## config.mk

```make
export PLATFORM = sky130hd
export DESIGN_NAME = asc_ctrl
export DESIGN_NICKNAME = d
export VERILOG_FILES = /design/src/asc_pkg.sv /design/src/asc_rd_if.sv /design/src/asc_pin_sync.sv /design/src/asc_ctrl.sv
export SDC_FILE = /design/constraint.sdc
export NUM_CORES = 1
export LEC_CHECK = 0
export ABC_CLOCK_PERIOD_IN_PS = 4000
export BUFFER_PORTS_ARGS = -buffer_cell sky130_fd_sc_hd__buf_4
export CORE_ASPECT_RATIO = 1.5
export CORE_UTILIZATION = 55
export DETAILED_ROUTE_END_ITERATION = 6
export GPL_ROUTABILITY_DRIVEN = 0
export PLACE_DENSITY = 0.83
export SYNTH_ARGS = -nofsm -noshare
export SYNTH_HDL_FRONTEND = slang
export SYNTH_SLANG_ARGS = --single-unit
```

## constraint.sdc

```tcl
create_clock -name i_clk -period 4 [get_ports i_clk]
set_input_delay 0.8 -clock i_clk [delete_from_list [all_inputs] [get_ports i_clk]]
set_output_delay 0.8 -clock i_clk [all_outputs]
set_load 0.1 [all_outputs]
```

## src/asc_pkg.sv

```systemverilog
// constants and types shared by the asynchronous static memory controller
`default_nettype none
package asc_pkg;

  localparam int ADDR_W = 18;
  localparam int DATA_W = 16;
  localparam int LANE_W = 8;
  localparam int LANES = 2;
  localparam int WORDS = 262144;

  localparam int CLK_PERIOD_NS = 8;
  // slowest speed grade figures, so any grade is met
  localparam int ACCESS_TIME_NS = 15;
  localparam int STROBE_WIDTH_OUTPUTS_ON_NS = 15;
  localparam int OUTPUT_OFF_TIME_NS = 7;
  localparam int ADDRESS_LEAD_TIME_NS = 0;
  localparam int WRITE_RECOVERY_INTERVAL_NS = 0;

  localparam int SYNC_DEPTH = 3;
  localparam int CNT_W = 4;

  // least time as whole cycles, never below one
  function automatic int ns_to_cyc(input int t_ns);
    int c;
    c = (t_ns + CLK_PERIOD_NS - 1) / CLK_PERIOD_NS;
    return (c < 1) ? 1 : c;
  endfunction

  localparam int ACCESS_CYC = ns_to_cyc(ACCESS_TIME_NS);
  localparam int STROBE_CYC = ns_to_cyc(STROBE_WIDTH_OUTPUTS_ON_NS);
  localparam int TURN_CYC = ns_to_cyc(OUTPUT_OFF_TIME_NS);
  localparam int READ_WAIT_CYC = ACCESS_CYC + SYNC_DEPTH;

  localparam logic [CNT_W-1:0] STROBE_LOAD = CNT_W'(STROBE_CYC - 1);
  localparam logic [CNT_W-1:0] READ_LOAD = CNT_W'(READ_WAIT_CYC - 1);

  localparam logic [ADDR_W-1:0] ADDR_RST = 18'h00000;
  localparam logic [DATA_W-1:0] DATA_RST = 16'h0000;
  localparam logic [LANES-1:0] LANE_OFF_N = 2'h3;

  typedef enum logic [2:0] {
    ST_IDLE,
    ST_WSET,
    ST_WPULSE,
    ST_WEND,
    ST_RACC,
    ST_RTURN
  } asc_state_t;

endpackage
`default_nettype wire

```

## src/asc_rd_if.sv

```systemverilog
// carrier for synchronised read data between the pin sampler and controller
`timescale 1ns/1ps
`default_nettype none
interface asc_rd_if;
  import asc_pkg::*;
  logic [DATA_W-1:0] data;
  logic stable;
  modport src (output data, output stable);
  modport dst (input data, input stable);
endinterface
`default_nettype wire

```

## src/asc_pin_sync.sv

```systemverilog
// three-stage sampler for the shared data lines coming back from the memory
`timescale 1ns/1ps
`default_nettype none
module asc_pin_sync
  import asc_pkg::*;
(
  input wire logic i_clk,
  input wire logic i_srst,
  input wire logic [DATA_W-1:0] i_pins,
  asc_rd_if.src rd
);

  logic [DATA_W-1:0] s1_reg;
  logic [DATA_W-1:0] s2_reg;
  logic [DATA_W-1:0] s3_reg;

  // first stage feeds only the second stage
  always_ff @(posedge i_clk) begin
    if (i_srst) begin
      s1_reg <= DATA_RST;
      s2_reg <= DATA_RST;
      s3_reg <= DATA_RST;
    end else begin
      s1_reg <= i_pins;
      s2_reg <= s1_reg;
      s3_reg <= s2_reg;
    end
  end

  assign rd.data = s3_reg;
  assign rd.stable = (s2_reg == s3_reg);

endmodule
`default_nettype wire

```

## src/asc_ctrl.sv

```systemverilog
// host-side controller driving a 256k x 16 asynchronous static memory
//
// What this block does
// - host must not drive lines while memory drives a read
// - with outputs enabled, host holds strobe low 10/12/15 ns minimum
// - host presents a valid address by the falling edge of select
// - host presents address by start of write, zero set-up allowed
// - host keeps address until write ends; zero recovery interval
`timescale 1ns/1ps
`default_nettype none
module asc_ctrl
  import asc_pkg::*;
(
  input wire logic i_clk,
  input wire logic i_srst,
  input wire logic i_req,
  input wire logic i_we,
  input wire logic [ADDR_W-1:0] i_addr,
  input wire logic [DATA_W-1:0] i_wdata,
  input wire logic [LANES-1:0] i_byte_en,
  output logic o_ready,
  output logic o_rvalid,
  output logic [DATA_W-1:0] o_rdata,
  output logic o_wdone,
  output logic o_sel_n,
  output logic o_wstrobe_n,
  output logic o_oe_n,
  output logic o_low_lane_enable_n,
  output logic o_high_lane_enable_n,
  output logic [ADDR_W-1:0] o_word_address,
  output logic [DATA_W-1:0] o_shared_data_lines_out,
  output logic o_shared_data_lines_oe,
  input wire logic [DATA_W-1:0] i_shared_data_lines_in
);

  ////////////////////////////////////////////////////////////////////////////

  asc_rd_if rd ();

  asc_pin_sync u_sync (
    .i_clk(i_clk),
    .i_srst(i_srst),
    .i_pins(i_shared_data_lines_in),
    .rd(rd)
  );

  asc_state_t state_reg;
  asc_state_t state_next;
  logic [CNT_W-1:0] cnt_reg;
  logic [LANES-1:0] be_reg;
  logic accept;
  logic sel_next;
  logic [LANES-1:0] be_use;

  assign accept = (state_reg == ST_IDLE) && i_req;
  assign be_use = accept ? i_byte_en : be_reg;

  ////////////////////////////////////////////////////////////////////////////

  always_comb begin
    state_next = state_reg;
    case (state_reg)
      ST_IDLE: begin
        if (i_req) begin
          state_next = i_we ? ST_WSET : ST_RACC;
        end
      end
      ST_WSET: begin
        state_next = ST_WPULSE;
      end
      ST_WPULSE: begin
        if (cnt_reg == '0) begin
          state_next = ST_WEND;
        end
      end
      ST_WEND: begin
        state_next = ST_IDLE;
      end
      ST_RACC: begin
        // wait out access time plus sampler depth, then for settled data
        if (cnt_reg == '0 && rd.stable) begin
          state_next = ST_RTURN;
        end
      end
      ST_RTURN: begin
        state_next = ST_IDLE;
      end
      default: begin
        state_next = ST_IDLE;
      end
    endcase
  end

  always_ff @(posedge i_clk) begin
    if (i_srst) begin
      state_reg <= ST_IDLE;
    end else begin
      state_reg <= state_next;
    end
  end

  always_ff @(posedge i_clk) begin
    if (i_srst) begin
      cnt_reg <= '0;
    end else if (state_next != state_reg) begin
      cnt_reg <= (state_next == ST_WPULSE) ? STROBE_LOAD : READ_LOAD;
    end else if (cnt_reg != '0) begin
      cnt_reg <= cnt_reg - 1'b1;
    end
  end

  ////////////////////////////////////////////////////////////////////////////
  // request capture; address and data only change while deselected

  always_ff @(posedge i_clk) begin
    if (i_srst) begin
      o_word_address <= ADDR_RST;
      o_shared_data_lines_out <= DATA_RST;
      be_reg <= '0;
    end else if (accept) begin
      o_word_address <= i_addr;
      o_shared_data_lines_out <= i_wdata;
      be_reg <= i_byte_en;
    end
  end

  ////////////////////////////////////////////////////////////////////////////
  // pin drive, all registered from the next state

  assign sel_next = (state_next == ST_WSET) || (state_next == ST_WPULSE) ||
                    (state_next == ST_WEND) || (state_next == ST_RACC);

  always_ff @(posedge i_clk) begin
    if (i_srst) begin
      o_sel_n <= 1'b1;
      o_wstrobe_n <= 1'b1;
      o_oe_n <= 1'b1;
      o_low_lane_enable_n <= 1'b1;
      o_high_lane_enable_n <= 1'b1;
      o_shared_data_lines_oe <= 1'b0;
    end else begin
      // select falls before the strobe and rises after it, so the strobe
      // alone frames every write
      o_sel_n <= !sel_next;
      o_wstrobe_n <= !(state_next == ST_WPULSE);
      // outputs held off through writes, so the shorter strobe would do
      o_oe_n <= !(state_next == ST_RACC);
      o_low_lane_enable_n <= sel_next ? !be_use[0] : 1'b1;
      o_high_lane_enable_n <= sel_next ? !be_use[1] : 1'b1;
      // lines driven only in write states; the turnaround state covers
      // the memory's output-off time after a read
      o_shared_data_lines_oe <= (state_next == ST_WSET) ||
                                (state_next == ST_WPULSE) ||
                                (state_next == ST_WEND);
    end
  end

  ////////////////////////////////////////////////////////////////////////////
  // user side answers

  always_ff @(posedge i_clk) begin
    if (i_srst) begin
      o_ready <= 1'b0;
      o_rvalid <= 1'b0;
      o_wdone <= 1'b0;
      o_rdata <= DATA_RST;
    end else begin
      o_ready <= (state_next == ST_IDLE);
      o_wdone <= (state_reg == ST_WEND);
      o_rvalid <= (state_reg == ST_RACC) && (state_next == ST_RTURN);
      if ((state_reg == ST_RACC) && (state_next == ST_RTURN)) begin
        // lanes left off are forced to zero here, not taken from the pins
        o_rdata <= {be_reg[1] ? rd.data[DATA_W-1:LANE_W] : 8'h00,
                    be_reg[0] ? rd.data[LANE_W-1:0] : 8'h00};
      end
    end
  end
endmodule
`default_nettype wire

```

==> flow_summary.yaml, run 1 <==
clock_tree:
  clock_sink_count: 116
  clock_tree.htree_level_count: 4
  worst_setup_hold_path_clk_slew_ns: 0.05
  ctsHoldBuffers: 0
  insertion_delay_ns: 0.51
  numCtsBuffers: 17
  tritoncts: "done"
  clk_path_buf_depth: 2
  cts_repair_resize_count: 0
  cts_post_setup_buffers_inserted: 0
  clockRootBuffer: "sky130_fd_sc_hd__clkbuf_8"
setup_path:
  crit_buf_inv: 0
  worstSetupEndpointType: "flip-flop"
  critPathSlowestCell: "sky130_fd_sc_hd__nand3_2"
  arrival_ns: 2.57
  worst-setup-path-type: "flip-flop to flip-flop"
  critPathMaxFanout: 24
  crit_path_start_kind: "flip-flop"
  crit_chain: "nor2_1 > nand3_1 > nor2_2 > nand3_2 > a31o_2"
  critPathMaxStageDelay_ns: 0.56
  worst_path_dominant_cell_family: "simple AND/OR/NAND/NOR gates"
  cp_data_required_time_ns: 4.40
synthesis:
  synth_top_cell_area_share_pct: 57.5
  synth_nets: 488
  synth_area_leader_cell: "sky130_fd_sc_hd__dfxtp_1"
  synthFlopType: "sky130_fd_sc_hd__dfxtp_1"
  postSynthRegisterBits: 116
  synthTopCellsByArea: "sky130_fd_sc_hd__dfxtp_1 57%, sky130_fd_sc_hd__nand2_1 10%, sky130_fd_sc_hd__nor2b_1 8.0%"
  synth_most_common_cell: "sky130_fd_sc_hd__dfxtp_1"
  synth.yosys.seq_area_share_pct: 57.5
  gate_count_of_the_mapped_netlist: 431
  yosys-top-cells-count: "116 x sky130_fd_sc_hd__dfxtp_1, 108 x sky130_fd_sc_hd__nand2_1, 52 x sky130_fd_sc_hd__nor2b_1"
  mapped_avg_cell_area_um2: 9.38
  synth-edff-count: 0
  async_reset_ff_share_pct: 0
  netlist-cell-type-count: 36
  yosys_warnings: 0
  cell_area_after_synthesis_um2: 4040
timing:
  finalHoldViolations: 0
  finalCriticalPeriod_ns: 2.17
  final.setup_skew_ns: 0.00944
  timing_max_transition_violations_final: 0
  worst_pin_slew_ns: 0.686
  layout_worst_path_cycle_share_pct: 54.3
  timing.slew.headroom_pct: 54.3
  final.hold.worst_slack_ns: 0.431
  max_freq_mhz: 460
  setup-violations-final: 0
  timing.setup.tns_ns: 0
  grt_setup_unrepaired: "no"
layout:
  final_util_pct: 79.5
  n_fill_cell: 438
  nets: 599
  fraction_of_final_layout_cells_sized_beyond_drive_strength_1_pct: 27.7
  area.growth.synth_to_final_pct: 37.6
  antenna_cells_inserted: 0
  registers.top_by_ff_count: "o_word_address"
  finalInstanceArea_um2: 5560
  number_of_flip_flops_under_the_largest_register_name: 18
floorplan:
  std_cell_rows: 37
  floorplan.core_area_um2: 6990
  ios: 115
  die_w_um: 72.0
  starting_density_of_the_core_pct: 57.8
  design.die.area_um2: 7700
  fp.dieH_um: 107
power_and_ir_drop:
  switchingPower_uw: 1030
  power.ir.vdd_worst_mv: 0.531
  power_density_nw_per_um2: 635
  power_frac_clock_pct: 44.2
  sw_frac_of_total_pct: 29.1
  p_leak_uw: 0.00241
  cellInternalPower_uw: 2500
  pwr-share-comb_pct: 19.3
  seq_power_share_pct: 36.5
global_routing:
  grt_pass1_wl_mm: 14.2
  gr-total-overflow: 0
  number_of_global_route_vias_before_repair: 3251
  gr-usage-all-layers_pct: 24.3
  grt_start_max_net_pins: 69
  antenna_found_initial: 0
worst_hold_path:
  holdCritPathClass: "flip-flop to flip-flop"
detailed_routing:
  post_drt_wl_per_cell_um: 13.4
  detail-route-antenna-nets: 0
  drt-initial-drc-count: 239
  routed_wl_mm: 8.76
  dr.pass1.iters: 4
  drc_violation_count_after_routing: 0
  post_drt_via_cell_ratio: 4.96
  vias: 3237
place:
  numPortBuffers: 114
  area_of_placed_instances_um2: 4930
  hpwl_mm: 5.81
run:
  max-cap-violations: 0
status:
  outcome: "completed"
==> cell type report <==
class	instances	area, µm²	share of cell area [%]
tap	97	121	2.18
clock inverter	8	146	2.63
multi-input combinational	285	1590	28.6
timing repair buffer	117	878	15.8
sequential	116	2320	41.8
clock buffer	24	480	8.64
inverter	5	18.8	0.338
==> routing by layer <==
metal | share of wire (%) | track usage [%]
met5 | 0 | 0
met4 | 4.0 | 15.7
met3 | 5.5 | 9.12
met2 | 53 | 41.6
met1 | 38 | 24.2
==> power by group through the flow <==
| stage | Clock, µW | Combinational (µW) | Sequential [µW] |
|---|---|---|---|
| final | 1560 | 681 | 1290 |
| after global placement | 0 | 671 | 1310 |
| after CTS | 1580 | 683 | 1290 |
| after global routing | 1630 | 723 | 1300 |
| after floorplan | 0 | 237 | 1590 |
| after detailed placement | 0 | 678 | 1310 |
==> worst paths after layout <==
path / startpoint / end / slack (ns) / depth (start not counted)
setup reg to reg: state_reg[1] / cnt_reg[0] / 1.83 / 5
hold / removal: u_sync.s1_reg[13] / u_sync.s2_reg[13] / 0.43 / 1
setup / recovery: state_reg[1] / cnt_reg[0] / 1.83 / 5
hold reg to reg: u_sync.s1_reg[13] / u_sync.s2_reg[13] / 0.43 / 1
==> cell families (layout without fill, tap and decap cells) <==
| logic type | after synthesis | after routing | share of synthesized area, % |
|---|---|---|---|
| XOR/XNOR | 17 | 17 | 3.68 |
| multiplexers | 16 | 16 | 3.96 |
| flip-flops | 116 | 116 | 57.5 |
| AO/OA/AOI/OAI | 53 | 53 | 7.34 |
| adder cells (fa/ha/maj) | 1 | 1 | 0.310 |
| buffers and inverters | 30 | 154 | 3.28 |
| AND/OR/NAND/NOR | 198 | 198 | 24.0 |
==> worst register-to-register path, stage by stage, from the launching register on <==
cell and delay (ns):
sky130_fd_sc_hd__dfxtp_1 0.48, sky130_fd_sc_hd__nor2_1 0.27, sky130_fd_sc_hd__nand3_1 0.12, sky130_fd_sc_hd__nor2_2 0.18, sky130_fd_sc_hd__nand3_2 0.56, sky130_fd_sc_hd__a31o_2 0.46
==> metrics by stage <==
step | power [µW] | instances | setup slack, ns
2_1_floorplan | 1820 | 431 | 2.26
3_3_place_gp | 1980 | 620 | 1.67
3_5_place_dp | 1990 | 620 | 1.65
4_1_cts | 3550 | 652 | 1.82
5_1_grt | 3660 | 652 | 1.62
6_report | 3530 | 652 | 1.83
==> placed cells by master (no fill, tap or decap), types with 5 or more instances in the layout <==
cell,instances
sky130_fd_sc_hd__nand2_1,108
sky130_fd_sc_hd__buf_4,117
sky130_fd_sc_hd__clkbuf_8,5
sky130_fd_sc_hd__dfxtp_1,116
sky130_fd_sc_hd__nor3_1,5
sky130_fd_sc_hd__nand3_1,6
sky130_fd_sc_hd__a21oi_1,44
sky130_fd_sc_hd__clkbuf_16,16
sky130_fd_sc_hd__xnor2_1,17
sky130_fd_sc_hd__nor2_1,9
sky130_fd_sc_hd__mux2i_1,16
sky130_fd_sc_hd__nor2b_1,52
Power figures use the tool's default switching activity.
==> run 2, diff against run 1 <==
--- a/config.mk
+++ b/config.mk
@@ -5,13 +5,13 @@
 export SDC_FILE = /design/constraint.sdc
 export NUM_CORES = 1
 export LEC_CHECK = 0
-export ABC_CLOCK_PERIOD_IN_PS = 4000
+export ABC_CLOCK_PERIOD_IN_PS = 1900
 export BUFFER_PORTS_ARGS = -buffer_cell sky130_fd_sc_hd__buf_4
 export CORE_ASPECT_RATIO = 1.5
-export CORE_UTILIZATION = 55
+export CORE_UTILIZATION = 46
 export DETAILED_ROUTE_END_ITERATION = 6
 export GPL_ROUTABILITY_DRIVEN = 0
-export PLACE_DENSITY = 0.83
+export PLACE_DENSITY = 0.74
 export SYNTH_ARGS = -nofsm -noshare
 export SYNTH_HDL_FRONTEND = slang
 export SYNTH_SLANG_ARGS = --single-unit
==> constraint.sdc (replaced) <==
create_clock -name i_clk -period 1.9 [get_ports i_clk]
set_input_delay 0.38 -clock i_clk [delete_from_list [all_inputs] [get_ports i_clk]]
set_output_delay 0.38 -clock i_clk [all_outputs]
set_load 0.1 [all_outputs]
==> run 2 against run 1 <==
  * Sequential power rose by 110%
  * Power rose by 96%
  * Die area rose by 19%
  * First-iteration DRC count fell by 50%
  * Non-clock buffer count rose by 7
  * Setup slack got worse by 1.7 ns
  * Worst hold slack got worse by 0.24 ns
  * Sequential share of layout area rose by 0.27 points
  * Combinational power rose by 120%
  * Wire length fell by 2.4%
  * Global-route usage fell by 5.3 points
  * Critical endpoint is now o_rdata[10]
==> flow_summary.yaml, run 2 (synthesis results as in run 1) <==
status:
  outcome: "completed"
power_and_ir_drop:
  power_frac_clock_pct: 39.7
  seq_power_share_pct: 38.9
  power.ir.vdd_worst_mv: 0.842
  cellInternalPower_uw: 4810
  switchingPower_uw: 2110
  power_density_nw_per_um2: 1250
  sw_frac_of_total_pct: 30.5
  pwr-share-comb_pct: 21.4
  p_leak_uw: 0.00240
setup_path:
  worst-setup-path-type: "flip-flop to flip-flop"
  reg2reg_from: "cnt_reg[0]"
  crit_buf_inv: 2
  critPathSlowestCell: "sky130_fd_sc_hd__nor3b_4"
  critPathMaxFanout: 18
  crit_path_start_kind: "flip-flop"
  worstSetupEndpointType: "flip-flop"
  critPathMaxStageDelay_ns: 0.37
  arrival_ns: 2.04
  cp_data_required_time_ns: 2.17
  worst_path_dominant_cell_family: "simple AND/OR/NAND/NOR gates"
  critical_path.startpoint: "cnt_reg[0]"
  crit_chain: "inv_1 > ha_1 > nor3b_4 > nand3_2 > buf_4 > mux2i_1"
timing:
  timing_max_transition_violations_final: 0
  final.hold.worst_slack_ns: 0.188
  worst_pin_slew_ns: 0.660
  setup-violations-final: 0
  finalHoldViolations: 0
  timing.slew.headroom_pct: 56.0
  layout_worst_path_cycle_share_pct: 93.1
  final.setup_skew_ns: 0.00469
  max_freq_mhz: 565
  finalWorstSetupSlack_ns: 0.130
  timing.setup.tns_ns: 0
  finalCriticalPeriod_ns: 1.77
  grt_setup_unrepaired: "no"
detailed_routing:
  post_drt_via_cell_ratio: 4.85
  drt-initial-drc-count: 120
  vias: 3242
  post_drt_wl_per_cell_um: 12.8
  routed_wl_mm: 8.55
  drc_violation_count_after_routing: 0
  detail-route-antenna-nets: 0
  dr.pass1.iters: 4
run:
  max-cap-violations: 0
global_routing:
  number_of_global_route_vias_before_repair: 2945
  gr-usage-all-layers_pct: 19.0
  grt_pass1_wl_mm: 13.2
  grt_start_max_net_pins: 69
  antenna_found_initial: 0
  gr-total-overflow: 0
place:
  hpwl_mm: 6.15
  area_of_placed_instances_um2: 5000
  pre_cts_slack_ns: 0.154
  placed_cells_incl_taps: 637
  numPortBuffers: 114
clock_tree:
  clk_path_buf_depth: 2
  numCtsBuffers: 17
  cts_post_setup_buffers_inserted: 0
  worst_setup_hold_path_clk_slew_ns: 0.05
  clockRootBuffer: "sky130_fd_sc_hd__clkbuf_16"
  cts_repair_resize_count: 0
  insertion_delay_ns: 0.40
  ctsHoldBuffers: 0
  clock_sink_count: 116
  tritoncts: "done"
  clock_tree.htree_level_count: 4
layout:
  mostFrequentLayoutCells: "124 x sky130_fd_sc_hd__buf_4, 116 x sky130_fd_sc_hd__dfxtp_1, 108 x sky130_fd_sc_hd__nand2_1"
  finalInstanceArea_um2: 5520
  number_of_flip_flops_under_the_largest_register_name: 18
  antenna_cells_inserted: 0
  n_fill_cell: 709
  nets: 606
  fraction_of_final_layout_cells_sized_beyond_drive_strength_1_pct: 28.0
  area.growth.synth_to_final_pct: 36.7
  registers.top_by_ff_count: "o_word_address"
  final_common_cell: "sky130_fd_sc_hd__buf_4"
  stdcell_count: 668
worst_hold_path:
  worst_hold_startpoint: "i_shared_data_lines_in[13]"
  holdCritPathClass: "input pin to flip-flop"
floorplan:
  std_cell_rows: 41
  starting_density_of_the_core_pct: 47.7
  ios: 115
  floorplan.core_area_um2: 8460
  fp.dieH_um: 117
  die_w_um: 78.5
  design.die.area_um2: 9170
-- run 2: cell types whose count changed in the layout (fill, tap and decap cells not counted), sizes merged --
| cell | previous run | this run |
|---|---|---|
| bufinv | 4 | 0 |
| buf | 117 | 124 |
| clkbuf | 24 | 27 |
-- run 2: power by group through the flow --
stage	logic (µW)	registers, µW	clock network [µW]
after global placement	1450	2730	0
final	1480	2690	2750
after CTS	1480	2690	2810
after floorplan	498	3340	0
after detailed placement	1480	2740	0
after global routing	1570	2710	2930
-- run 2: routing by layer --
| layer | track usage, % | wire length (µm) | vias up |
|---|---|---|---|
| met5 | 0 | 0 | - |
| met4 | 12.6 | 312 | 0 |
| met3 | 5.97 | 380 | 24 |
| met2 | 32.6 | 4560 | 84 |
| met1 | 20.0 | 3300 | 1498 |
| li1 | - | - | 1636 |
-- run 2: final timing paths --
check             cells past startpoint                end  slack (ns)
setup / recovery                      6        o_rdata[10]        0.13
setup reg to reg                      6        o_rdata[10]        0.13
hold / removal                        2  u_sync.s1_reg[13]        0.19
hold reg to reg                       1   u_sync.s2_reg[5]        0.43
-- run 2: cell type report --
| type | count | area, µm² | area share (%) |
|---|---|---|---|
| inverter | 5 | 18.8 | 0.340 |
| tap | 107 | 134 | 2.42 |
| clock buffer | 27 | 503 | 9.11 |
| sequential | 116 | 2320 | 42.0 |
| clock inverter | 4 | 22.5 | 0.408 |
| multi-input combinational | 285 | 1590 | 28.8 |
| timing repair buffer | 124 | 931 | 16.9 |
-- run 2: worst reg2reg max path: cells and delay by family, from the launching register on --
family / cells / cell delay, ns
muxes: 1 / 0.15
adders and majority gates: 1 / 0.23
and+or+nand+nor: 2 / 0.58
buffers and inverters: 2 / 0.36
DFF: 1 / 0.32
-- run 2: per-stage QoR --
stage	power [µW]	util, %
2_1_floorplan	3840	-
3_3_place_gp	4180	59.1
3_5_place_dp	4220	59.1
4_1_cts	6980	65.3
5_1_grt	7200	65.3
6_report	6920	65.3
